## config.mk

```make
export PLATFORM = sky130hd
export DESIGN_NAME = extended_addressing_scope_unit
export DESIGN_NICKNAME = d
export VERILOG_FILES = /design/src/verilog/ext_scope_pkg.sv /design/src/verilog/extended_addressing_scope_unit.sv /design/src/verilog/memory_map_decoder.sv /design/src/verilog/scope_counter.sv
export SDC_FILE = /design/constraint.sdc
export NUM_CORES = 1
export LEC_CHECK = 0
export BUFFER_PORTS_ARGS = -buffer_cell sky130_fd_sc_hd__buf_2
export CAP_MARGIN = 5
export CORE_AREA = 2 2 95 97
export CTS_CLUSTER_SIZE = 25
export DETAILED_ROUTE_END_ITERATION = 7
export DIE_AREA = 0 0 97 99
export GPL_TIMING_DRIVEN = 1
export PLACE_DENSITY = 0.67
export SYNTH_ARGS = -nofsm -noshare
export SYNTH_HDL_FRONTEND = slang
export SYNTH_SLANG_ARGS = --single-unit
```

## constraint.sdc

```tcl
create_clock -name core_clk -period 4.33 [get_ports core_clk]
set_input_delay 0.2165 -clock core_clk [delete_from_list [all_inputs] [get_ports core_clk]]
set_output_delay 0.2165 -clock core_clk [all_outputs]
set_load 0.005 [all_outputs]
```

## src/verilog/ext_scope_pkg.sv

```systemverilog
/*
 Constants, encodings and address map for the extended addressing scope unit.
 Assumes the CPU pipeline presents whole instructions, one retire pulse each.
*/
// What this block does
// - Counter loaded from operand, covers 1-4 instructions
// - Scope locks interrupts and class A traps
// - Override applies to the very next instruction
// - One decrement per executed instruction, however long
// - Class B trap cancels scope and unlocks
// - Completion: zero count, pointer pages, unlock
// - Segment scope: operand gives bits 23..16
// - Register scopes send short accesses to extended space
// - Page-register scope: D7 sub 11 four bytes, DC two
// - Segment sub 00, segment-register sub 10
// - 8K ROM in segment 0 or segment 1
// - Whole 32K ROM window internal, no external
// - ROM aliases every 8K across window
// - 2K internal RAM at 00F600h..00FDFFh
// - Event transfer pointers at 0FCE0h..0FCFFh
// - Extended registers 00F000h..00F1FFh, two sections
// - Full 16-bit addresses reach both spaces directly
// - Short modes use normal base outside scopes
// - Both register spaces reachable at once
// - Page scope: operand gives 10-bit page 23..14
// - Page-register scope combines both overrides
package ext_scope_pkg;
   // ***********************************************
   // Instruction encodings
   // ***********************************************
   localparam logic [7:0] OP_REG_FORM = 8'hdc;
   localparam logic [7:0] OP_IMM_FORM = 8'hd7;
   localparam logic [7:0] OP_REG_ONLY = 8'hd1;
   localparam logic [1:0] SUB_SEG = 2'h0;
   localparam logic [1:0] SUB_PAGE = 2'h1;
   localparam logic [1:0] SUB_SEG_REG = 2'h2;
   localparam logic [1:0] SUB_PAGE_REG = 2'h3;
   localparam int SUB_MSB = 7;
   localparam int SUB_LSB = 6;
   localparam int CNT_MSB = 5;
   localparam int CNT_LSB = 4;
   localparam logic [2:0] LEN_REG_FORM = 3'h2;
   localparam logic [2:0] LEN_IMM_FORM = 3'h4;
   localparam logic [2:0] COUNT_RESET = 3'h0;

   typedef enum logic [2:0] {
      SCOPE_IDLE, SCOPE_PAGE, SCOPE_SEG, SCOPE_REG, SCOPE_PAGE_REG, SCOPE_SEG_REG
   } scope_t;

   // ***********************************************
   // Address map
   // ***********************************************
   localparam logic [8:0] ROM_WIN_SEG0 = 9'h000;
   localparam logic [8:0] ROM_WIN_SEG1 = 9'h002;
   localparam int ROM_OFS_BITS = 13;
   localparam logic [11:0] INT_AREA_TOP = 12'h00f;
   localparam logic [23:0] RAM_LO = 24'h00f600;
   localparam logic [23:0] RAM_HI = 24'h00fdff;
   localparam logic [23:0] XFER_PTR_LO = 24'h00fce0;
   localparam logic [23:0] XFER_PTR_HI = 24'h00fcff;
   localparam logic [23:0] EXT_LO = 24'h00f000;
   localparam logic [23:0] EXT_BIT_LO = 24'h00f100;
   localparam logic [23:0] EXT_HI = 24'h00f1ff;
   localparam logic [23:0] RSV_LO = 24'h00f200;
   localparam logic [23:0] RSV_HI = 24'h00f5ff;
   localparam logic [23:0] STD_LO = 24'h00fe00;
   localparam logic [23:0] STD_HI = 24'h00ffff;
   localparam logic [15:0] STD_WORD_BASE = 16'hfe00;
   localparam logic [15:0] STD_BIT_BASE = 16'hff00;
   localparam logic [15:0] EXT_WORD_BASE = 16'hf000;
   localparam logic [15:0] EXT_BIT_BASE = 16'hf100;
   localparam logic [15:0] RAM_BIT_BASE = 16'hfd00;
endpackage

```

## src/verilog/extended_addressing_scope_unit.sv

```systemverilog
/*
 Scope instruction decoder, override state and address formation for the
 extended page, segment and register scopes, plus the memory map decode.
 Assumes the pipeline shows the decoded instruction bytes with instr_valid
 and pulses instr_retire once as each instruction completes, and that the
 register form's operand register value arrives on gpr_value.
*/
module extended_addressing_scope_unit
   import ext_scope_pkg::*;
(
   input wire logic core_clk,
   input wire logic rst,
   input wire logic rom_enable,
   input wire logic rom_seg1,
   input wire logic instr_valid,
   input wire logic [7:0] instr_byte0,
   input wire logic [7:0] instr_byte1,
   input wire logic [7:0] instr_byte2,
   input wire logic [7:0] instr_byte3,
   input wire logic [15:0] gpr_value,
   input wire logic instr_retire,
   input wire logic class_b_trap,
   output logic scope_decoded,
   output logic [2:0] instr_length,
   output logic interrupt_lock,
   output logic class_a_trap_lock,
   output logic scope_active,
   output logic reg_extended,
   input wire logic mem_req,
   input wire logic [15:0] mem_addr,
   input wire logic [9:0] data_page_pointer,
   output logic phys_valid_reg,
   output logic [23:0] phys_addr_reg,
   input wire logic short_req,
   input wire logic [7:0] short_addr,
   input wire logic short_is_bitoff,
   output logic short_valid_reg,
   output logic [15:0] short_phys_reg,
   output logic rom_hit,
   output logic [12:0] rom_offset,
   output logic ram_hit,
   output logic xfer_ptr_hit,
   output logic ext_reg_hit,
   output logic ext_reg_bit_hit,
   output logic std_reg_hit,
   output logic reserved_hit,
   output logic internal_hit,
   output logic external_access
);
   // ***********************************************
   // Instruction decode
   // ***********************************************
   logic [1:0] sub_op;
   logic [2:0] op_count;
   logic is_reg_form;
   logic is_imm_form;
   logic is_reg_only;
   scope_t dec_kind;
   logic [9:0] dec_value;

   always_comb begin
      sub_op = instr_byte1[SUB_MSB:SUB_LSB];
      // Count field holds the operand minus one, so 1..4 always results
      op_count = {1'b0, instr_byte1[CNT_MSB:CNT_LSB]} + 3'h1;
      is_reg_form = instr_byte0 == OP_REG_FORM;
      is_imm_form = instr_byte0 == OP_IMM_FORM;
      is_reg_only = instr_byte0 == OP_REG_ONLY && sub_op == SUB_SEG_REG;
      dec_kind = SCOPE_IDLE;
      if (is_reg_only) begin
         dec_kind = SCOPE_REG;
      end else if (is_reg_form || is_imm_form) begin
         case (sub_op)
            SUB_SEG: dec_kind = SCOPE_SEG;
            SUB_PAGE: dec_kind = SCOPE_PAGE;
            SUB_SEG_REG: dec_kind = SCOPE_SEG_REG;
            default: dec_kind = SCOPE_PAGE_REG;
         endcase
      end
      // Immediate page is split over bytes 2 and 3, segment is byte 2
      if (is_reg_form) begin
         dec_value = gpr_value[9:0];
      end else if (sub_op == SUB_PAGE || sub_op == SUB_PAGE_REG) begin
         dec_value = {instr_byte3[1:0], instr_byte2};
      end else begin
         dec_value = {2'h0, instr_byte2};
      end
      scope_decoded = instr_valid && dec_kind != SCOPE_IDLE;
      if (is_imm_form) begin
         instr_length = LEN_IMM_FORM;
      end else begin
         instr_length = LEN_REG_FORM;
      end
   end

   // ***********************************************
   // Scope state
   // ***********************************************
   logic open_now;
   logic count_active;
   logic [2:0] count_reg;
   scope_t kind_reg;
   scope_t kind_next;
   logic [9:0] value_reg;
   logic [9:0] value_next;

   // Scope starts when the opening instruction retires; trap wins
   assign open_now = scope_decoded && instr_retire && !class_b_trap;

   scope_counter counter_u (
      .core_clk(core_clk),
      .rst(rst),
      .load(open_now),
      .load_count(op_count),
      .step(instr_retire),
      .cancel(class_b_trap),
      .count_reg(count_reg),
      .active(count_active)
   );

   always_comb begin
      kind_next = kind_reg;
      value_next = value_reg;
      if (class_b_trap) begin
         kind_next = SCOPE_IDLE;
      end else if (open_now) begin
         kind_next = dec_kind;
         value_next = dec_value;
      end else if (instr_retire && count_reg == 3'h1) begin
         kind_next = SCOPE_IDLE;
      end
   end

   always_ff @(posedge core_clk) begin
      if (rst) begin
         kind_reg <= SCOPE_IDLE;
         value_reg <= 10'h000;
      end else begin
         kind_reg <= kind_next;
         value_reg <= value_next;
      end
   end

   // Override flags are live from the cycle after the opener retires
   logic page_ovr;
   logic seg_ovr;

   always_comb begin
      scope_active = count_active;
      page_ovr = count_active && (kind_reg == SCOPE_PAGE || kind_reg == SCOPE_PAGE_REG);
      seg_ovr = count_active && (kind_reg == SCOPE_SEG || kind_reg == SCOPE_SEG_REG);
      reg_extended = count_active && (kind_reg == SCOPE_REG || kind_reg == SCOPE_PAGE_REG
         || kind_reg == SCOPE_SEG_REG);
      // Lock also covers the opener itself so nothing slips in between
      interrupt_lock = count_active || scope_decoded;
      class_a_trap_lock = count_active || scope_decoded;
   end

   // ***********************************************
   // Address formation
   // ***********************************************
   logic [23:0] phys_next;
   logic [15:0] short_next;
   logic [15:0] short_word;

   always_comb begin
      if (seg_ovr) begin
         phys_next = {value_reg[7:0], mem_addr};
      end else if (page_ovr) begin
         phys_next = {value_reg, mem_addr[13:0]};
      end else begin
         phys_next = {data_page_pointer, mem_addr[13:0]};
      end
      short_word = {7'h00, short_addr, 1'b0};
      if (short_is_bitoff && !short_addr[7]) begin
         // Lower bit offsets always point at internal RAM
         short_next = RAM_BIT_BASE + short_word;
      end else if (short_is_bitoff) begin
         short_next = (reg_extended ? EXT_BIT_BASE : STD_BIT_BASE)
            + {8'h00, short_addr[6:0], 1'b0};
      end else begin
         short_next = (reg_extended ? EXT_WORD_BASE : STD_WORD_BASE)
            + short_word;
      end
   end

   always_ff @(posedge core_clk) begin
      if (rst) begin
         phys_valid_reg <= 1'b0;
         phys_addr_reg <= 24'h000000;
         short_valid_reg <= 1'b0;
         short_phys_reg <= 16'h0000;
      end else begin
         phys_valid_reg <= mem_req;
         short_valid_reg <= short_req;
         if (mem_req) begin
            phys_addr_reg <= phys_next;
         end
         if (short_req) begin
            short_phys_reg <= short_next;
         end
      end
   end

   // ***********************************************
   // Memory map
   // ***********************************************
   memory_map_decoder map_u (
      .addr(phys_addr_reg),
      .rom_enable(rom_enable),
      .rom_seg1(rom_seg1),
      .rom_hit(rom_hit),
      .rom_offset(rom_offset),
      .ram_hit(ram_hit),
      .xfer_ptr_hit(xfer_ptr_hit),
      .ext_reg_hit(ext_reg_hit),
      .ext_reg_bit_hit(ext_reg_bit_hit),
      .std_reg_hit(std_reg_hit),
      .reserved_hit(reserved_hit),
      .internal_hit(internal_hit)
   );

   assign external_access = phys_valid_reg && !internal_hit;
endmodule // extended_addressing_scope_unit

```

## src/verilog/memory_map_decoder.sv

```systemverilog
/*
 On-chip memory map decoder for one 24-bit physical address.
 Assumes rom_enable and rom_seg1 stay static while addresses are decoded.
*/
module memory_map_decoder
   import ext_scope_pkg::*;
(
   input wire logic [23:0] addr,
   input wire logic rom_enable,
   input wire logic rom_seg1,
   output logic rom_hit,
   output logic [12:0] rom_offset,
   output logic ram_hit,
   output logic xfer_ptr_hit,
   output logic ext_reg_hit,
   output logic ext_reg_bit_hit,
   output logic std_reg_hit,
   output logic reserved_hit,
   output logic internal_hit
);
   logic [8:0] win_sel;

   always_comb begin
      win_sel = rom_seg1 ? ROM_WIN_SEG1 : ROM_WIN_SEG0;
      // 32K window is claimed even though only 8K is populated
      rom_hit = rom_enable && addr[23:15] == win_sel;
      rom_offset = addr[ROM_OFS_BITS-1:0];
      ram_hit = addr >= RAM_LO && addr <= RAM_HI;
      xfer_ptr_hit = addr >= XFER_PTR_LO && addr <= XFER_PTR_HI;
      // Full addresses reach either register space, no scope involved
      ext_reg_hit = addr >= EXT_LO && addr <= EXT_HI;
      ext_reg_bit_hit = addr >= EXT_BIT_LO && addr <= EXT_HI;
      std_reg_hit = addr >= STD_LO && addr <= STD_HI;
      reserved_hit = addr >= RSV_LO && addr <= RSV_HI;
      internal_hit = rom_hit || addr[23:12] == INT_AREA_TOP;
   end
endmodule // memory_map_decoder

```

## src/verilog/scope_counter.sv

```systemverilog
/*
 Scope length counter: load, per-instruction step, trap cancel.
 Assumes one step pulse per executed instruction from the pipeline.
*/
module scope_counter
   import ext_scope_pkg::*;
(
   input wire logic core_clk,
   input wire logic rst,
   input wire logic load,
   input wire logic [2:0] load_count,
   input wire logic step,
   input wire logic cancel,
   output logic [2:0] count_reg,
   output logic active
);
   logic [2:0] count_next;

   always_comb begin
      count_next = count_reg;
      if (cancel) begin
         count_next = COUNT_RESET;
      end else if (load) begin
         count_next = load_count;
      end else if (step && count_reg != COUNT_RESET) begin
         count_next = count_reg - 3'h1;
      end
   end

   always_ff @(posedge core_clk) begin
      if (rst) begin
         count_reg <= COUNT_RESET;
      end else begin
         count_reg <= count_next;
      end
   end

   assign active = count_reg != COUNT_RESET;
endmodule // scope_counter
```

==> flow_summary.html <==
<table>
<tr><th>Metric</th><th>Value</th></tr>
<tr><th colspan="2">Critical path</th></tr>
<tr><td>Kind of critical path</td><td>register to output pin</td></tr>
<tr><td>Critical Path Most Common Cell</td><td>sky130_fd_sc_hd__nor4_1</td></tr>
<tr><td>Number of cells traversed by the worst register-to-register path</td><td>7</td></tr>
<tr><td>Crit path cell chain</td><td>nor4_1 -&gt; nand4_1 -&gt; or2_1 -&gt; nor4_1 -&gt; and2_1 -&gt; buf_2</td></tr>
<tr><td>Critical path peak fanout</td><td>5</td></tr>
<tr><td>Max stage delay on crit path</td><td>between 0.3 and 0.4 ns</td></tr>
<tr><td>Cell count along the critical path</td><td>6</td></tr>
<tr><td>Type of destination of the critical path</td><td>output pin</td></tr>
<tr><td>Data arrival time of the critical path</td><td>between 2 and 2.5 ns</td></tr>
<tr><td>Combined buffer and inverter count along the critical path</td><td>1</td></tr>
<tr><td>Data required time at the worst endpoint</td><td>4.11 ns</td></tr>
<tr><td>Dominant delay contributor by cell family on the critical path</td><td>simple AND/OR/NAND/NOR gates</td></tr>
<tr><td>Cell with the largest stage delay on the worst path</td><td>sky130_fd_sc_hd__nor4_1</td></tr>
<tr><td>Reg2reg end</td><td>phys_addr_reg[16]$_SDFFE_PP0P_</td></tr>
<tr><td>Startpoint of the lowest-slack register-to-register path</td><td>counter_u.count_reg[0]$_SDFFE_PP0P_</td></tr>
<tr><td>Reg2Reg Setup Slack</td><td>roughly 2.1 ns</td></tr>
<tr><td>Critical Path Source Type</td><td>register</td></tr>
<tr><th colspan="2">Power and ir drop</th></tr>
<tr><td>Clk pwr share</td><td>28.7%</td></tr>
<tr><td>Sequential group share of total power</td><td>a little under three fifths</td></tr>
<tr><td>Internal Power</td><td>0.699 mW</td></tr>
<tr><td>Switching power total</td><td>around 0.26 mW</td></tr>
<tr><td>Sw Share</td><td>26.8%</td></tr>
<tr><td>Leakage power</td><td>between 1.5 and 2 nW</td></tr>
<tr><td>Worst IR drop on VDD</td><td>0.0000963 V</td></tr>
<tr><td>Proportion of power drawn by combinational gates</td><td>16.3%</td></tr>
<tr><td>Power per Cell Area</td><td>263 nW/um^2</td></tr>
<tr><th colspan="2">Hold path</th></tr>
<tr><td>Min-Delay Path Class</td><td>primary input to register</td></tr>
<tr><td>Worst hold path endpoint</td><td>counter_u.count_reg[0]$_SDFFE_PP0P_</td></tr>
<tr><td>Min-Delay Startpoint</td><td>instr_byte1[4]</td></tr>
<tr><td>Number of cells on the worst hold path</td><td>2</td></tr>
<tr><th colspan="2">Floorplan</th></tr>
<tr><td>Number of standard-cell rows in the floorplan</td><td>34</td></tr>
<tr><td>Width of the die</td><td>97 microns</td></tr>
<tr><td>Core Footprint</td><td>about 8600 sq um</td></tr>
<tr><td>Total die area</td><td>9600 sq um</td></tr>
<tr><td>Top-Level Pins</td><td>164</td></tr>
<tr><td>Starting utilization of the core area</td><td>34.0%</td></tr>
<tr><td>Die height</td><td>99 microns</td></tr>
<tr><th colspan="2">Route</th></tr>
<tr><td>First-pass iteration count of the detailed router</td><td>4</td></tr>
<tr><td>Number of design-rule violations left by the first detailed-router iteration</td><td>50</td></tr>
<tr><td>Routed wire per std cell</td><td>13.2 microns</td></tr>
<tr><td>Total number of vias</td><td>roughly 2800</td></tr>
<tr><td>Vias per cell</td><td>4.87</td></tr>
<tr><td>Aggregate routed wire length</td><td>7.50 mm</td></tr>
<tr><td>Final routed DRC violation total</td><td>0</td></tr>
<tr><td>Antenna-violating nets left</td><td>0</td></tr>
<tr><th colspan="2">Clock tree</th></tr>
<tr><td>Worst-Skew Late Latency</td><td>approximately 0.30 ns</td></tr>
<tr><td>Post CTS Setup Buffer Count</td><td>0</td></tr>
<tr><td>H-tree depth</td><td>2</td></tr>
<tr><td>CTS Sinks</td><td>53</td></tr>
<tr><td>Number of instances resized during post-cts repair</td><td>0</td></tr>
<tr><td>Clock root buffer</td><td>sky130_fd_sc_hd__clkbuf_8</td></tr>
<tr><td>Clk buf depth</td><td>2</td></tr>
<tr><td>Clock-pin transition on the worst setup and hold timing paths</td><td>0.10 ns</td></tr>
<tr><td>Number of hold buffers added after CTS</td><td>0</td></tr>
<tr><td>Total clock buffers created by CTS</td><td>5</td></tr>
<tr><td>Clock tree from TritonCTS</td><td>yes</td></tr>
<tr><th colspan="2">Global route</th></tr>
<tr><td>First-pass GRT wire length</td><td>~12 mm</td></tr>
<tr><td>Number of antenna violations at the first check in global routing</td><td>0</td></tr>
<tr><td>GRT Residual Overflow</td><td>0</td></tr>
<tr><td>Maximum number of pins on one net before global-route repair</td><td>49</td></tr>
<tr><td>Total global-route track usage</td><td>between 10% and 20%</td></tr>
<tr><td>Via count of the first global-routing pass</td><td>2561</td></tr>
<tr><th colspan="2">Outcome</th></tr>
<tr><td>Run status</td><td>finished clean</td></tr>
<tr><th colspan="2">Yosys</th></tr>
<tr><td>Total of flip-flops plus latches after synthesis</td><td>between 50 and 60</td></tr>
<tr><td>Count of flip-flops with a built-in enable after synthesis</td><td>0</td></tr>
<tr><td>Synth Instances</td><td>about 340</td></tr>
<tr><td>Cell taking the most area after synthesis</td><td>sky130_fd_sc_hd__dfxtp_1</td></tr>
<tr><td>Post-Synthesis Mean Instance Area</td><td>8.44 sq um</td></tr>
<tr><td>Largest cells by area after synthesis</td><td>sky130_fd_sc_hd__dfxtp_1 (37%), sky130_fd_sc_hd__mux2i_1 (11%), sky130_fd_sc_hd__buf_4 (5.4%)</td></tr>
<tr><td>Dominant synthesized flop cell</td><td>sky130_fd_sc_hd__dfxtp_1</td></tr>
<tr><td>Post-synth design cell area</td><td>2900 sq um</td></tr>
<tr><td>Register area share after synthesis</td><td>36.5%</td></tr>
<tr><td>Share of Yosys cell area claimed by the top area cell type</td><td>36.5%</td></tr>
<tr><td>Count of warnings emitted by yosys</td><td>0</td></tr>
<tr><td>Asr flop ratio synth</td><td>0%</td></tr>
<tr><td>Number of distinct library cells after synthesis</td><td>47</td></tr>
<tr><th colspan="2">Layout</th></tr>
<tr><td>Share of layout cells above drive strength 1</td><td>34.3%</td></tr>
<tr><td>Final antenna diode count</td><td>0</td></tr>
<tr><td>Max FFs per register</td><td>24</td></tr>
<tr><td>Finished Core Util</td><td>42.5%</td></tr>
<tr><td>Layout Area Growth over Synthesis</td><td>25.1%</td></tr>
<tr><td>Final nets</td><td>between 500 and 600</td></tr>
<tr><td>Filler cell count</td><td>904</td></tr>
<tr><th colspan="2">Place</th></tr>
<tr><td>Count of input and output buffers</td><td>145</td></tr>
<tr><td>Detail Placement HPWL</td><td>5.93 mm</td></tr>
<tr><td>Final GP Congestion</td><td>0.787</td></tr>
<tr><th colspan="2">STA</th></tr>
<tr><td>Share of the cycle needed by the critical path after routing</td><td>54.4%</td></tr>
<tr><td>Number of hold violations in the final report</td><td>0</td></tr>
<tr><td>Final clock skew</td><td>0.00980 ns</td></tr>
<tr><td>Transition time at the pin with the least slew margin</td><td>0.981 ns</td></tr>
<tr><td>Hold slack final</td><td>0.121 ns</td></tr>
<tr><td>Number of failing setup endpoints in the final timing report</td><td>0</td></tr>
<tr><td>Final-layout setup total negative slack</td><td>0 ns</td></tr>
<tr><td>Post-layout min period</td><td>2.36 ns</td></tr>
<tr><td>Worst slew margin relative to its limit</td><td>between 30% and 40%</td></tr>
<tr><td>Highest Clock Rate</td><td>0.424 GHz</td></tr>
<tr><td>Final max-slew violation count</td><td>0</td></tr>
<tr><td>RSZ-0062 raised after global routing</td><td>false</td></tr>
<tr><th colspan="2">Run</th></tr>
<tr><td>Number of maximum-capacitance violations</td><td>0</td></tr>
</table>
==> layout by cell type (no fill, tap or decap), types with 4 or more instances in the layout <==
cell and instances:
sky130_fd_sc_hd__ha_1 8, sky130_fd_sc_hd__nor3_1 5, sky130_fd_sc_hd__a2bb2oi_1 10, sky130_fd_sc_hd__dfxtp_1 53
sky130_fd_sc_hd__a21oi_1 6, sky130_fd_sc_hd__nand2b_1 4, sky130_fd_sc_hd__o21ai_0 18, sky130_fd_sc_hd__mux2i_1 33
sky130_fd_sc_hd__inv_1 19, sky130_fd_sc_hd__nor2b_1 14, sky130_fd_sc_hd__buf_2 145, sky130_fd_sc_hd__nand3_1 7
sky130_fd_sc_hd__nor2_1 32, sky130_fd_sc_hd__and3_1 11, sky130_fd_sc_hd__nand2_1 36, sky130_fd_sc_hd__o32ai_1 10
sky130_fd_sc_hd__clkbuf_8 5
==> how the worst max path moves through the flow <==
stage | from | endpoint
final | phys_addr_reg[20]$_SDFFE_PP0P_ | ext_reg_bit_hit
after global routing | phys_addr_reg[20]$_SDFFE_PP0P_ | ext_reg_bit_hit
after CTS | phys_addr_reg[20]$_SDFFE_PP0P_ | ext_reg_bit_hit
after detailed placement | instr_byte1[6] | counter_u.count_reg[0]$_SDFFE_PP0P_
after global placement | instr_byte1[6] | counter_u.count_reg[0]$_SDFFE_PP0P_
after floorplan | counter_u.count_reg[0]$_SDFFE_PP0P_ | phys_addr_reg[14]$_SDFFE_PP0P_
==> kinds of logic (layout without fill, tap and decap cells) <==
group                    after synthesis  in the layout  synth area share [%]
AND/OR/NAND/NOR                      133            133                  23.9
XOR/XNOR                               4              4                  1.21
adder cells (fa/ha/maj)                8              8                  3.45
buffers and inverters                 57            173                  10.3
flip-flops                            53             53                  36.5
AO/OA/AOI/OAI                         55             55                  13.1
multiplexers                          33             33                  11.4
other                                  1              2                 0.129
==> through the flow <==
step                cells  power (mW)  area, sq um  worst slack (ns)
floorplan             345       0.623         2910              2.51
global placement      561       0.691         3550              2.06
detailed placement    561       0.694         3550              1.99
CTS                   569       0.971         3630              1.92
global route          569        1.01         3630              1.67
finish                569       0.955         3630              1.97
==> per-layer routing <==
metal / vias up / wire, microns / track usage, %
met3: 5 / 553 / 2.98
met5: - / 0 / 0
li1: 1395 / - / -
met4: 0 / 89 / 4.55
met1: 1247 / 3350 / 19.5
met2: 125 / 3500 / 27.1
==> worst reg2reg max path: cells and delay by family, from the launching register on <==
| kind | cells | cell delay [ns] |
|---|---|---|
| fa+ha+maj | 1 | 0.22 |
| compound gates | 1 | 0.10 |
| flops | 1 | 0.39 |
| buf+inv | 1 | 0.10 |
| simple gates | 4 | 1.34 |
==> synth_stat cells, types with 2 or more instances <==
cell and number:
sky130_fd_sc_hd__a2bb2oi_1 10, sky130_fd_sc_hd__xnor2_1 3, sky130_fd_sc_hd__clkbuf_1 13, sky130_fd_sc_hd__a21oi_1 6, sky130_fd_sc_hd__nand2b_1 4, sky130_fd_sc_hd__nand3_1 7
sky130_fd_sc_hd__buf_4 21, sky130_fd_sc_hd__nand4b_1 2, sky130_fd_sc_hd__o21ai_0 18, sky130_fd_sc_hd__and2_1 3, sky130_fd_sc_hd__nand4_1 2, sky130_fd_sc_hd__buf_1 3
sky130_fd_sc_hd__dfxtp_1 53, sky130_fd_sc_hd__nor4_1 2, sky130_fd_sc_hd__nor3_1 5, sky130_fd_sc_hd__mux2i_1 33, sky130_fd_sc_hd__ha_1 8, sky130_fd_sc_hd__o22ai_1 2
sky130_fd_sc_hd__o32ai_1 10, sky130_fd_sc_hd__nand3b_1 3, sky130_fd_sc_hd__nor3b_1 3, sky130_fd_sc_hd__inv_1 19, sky130_fd_sc_hd__nand2_1 36, sky130_fd_sc_hd__and3_1 11
sky130_fd_sc_hd__nor2_1 32, sky130_fd_sc_hd__nor2b_1 14
==> cell type report <==
class,count,area [sq um],share of cell area [%]
tap,108,135,3.72
inverter,19,71.3,1.96
clock buffer,5,68.8,1.89
sequential,53,1060,29.2
timing repair buffer,146,733,20.2
clock inverter,3,17.5,0.482
multi-input combinational,235,1550,42.6
==> power by group through the flow <==
| stage | clock [mW] | combinational [mW] | sequential, mW |
|---|---|---|---|
| after floorplan | 0 | 0.0870 | 0.536 |
| after global placement | 0 | 0.156 | 0.535 |
| after detailed placement | 0 | 0.158 | 0.537 |
| after CTS | 0.288 | 0.158 | 0.525 |
| after global routing | 0.306 | 0.175 | 0.528 |
| final | 0.274 | 0.156 | 0.525 |
No activity file was read; power rests on OpenSTA's default activity.
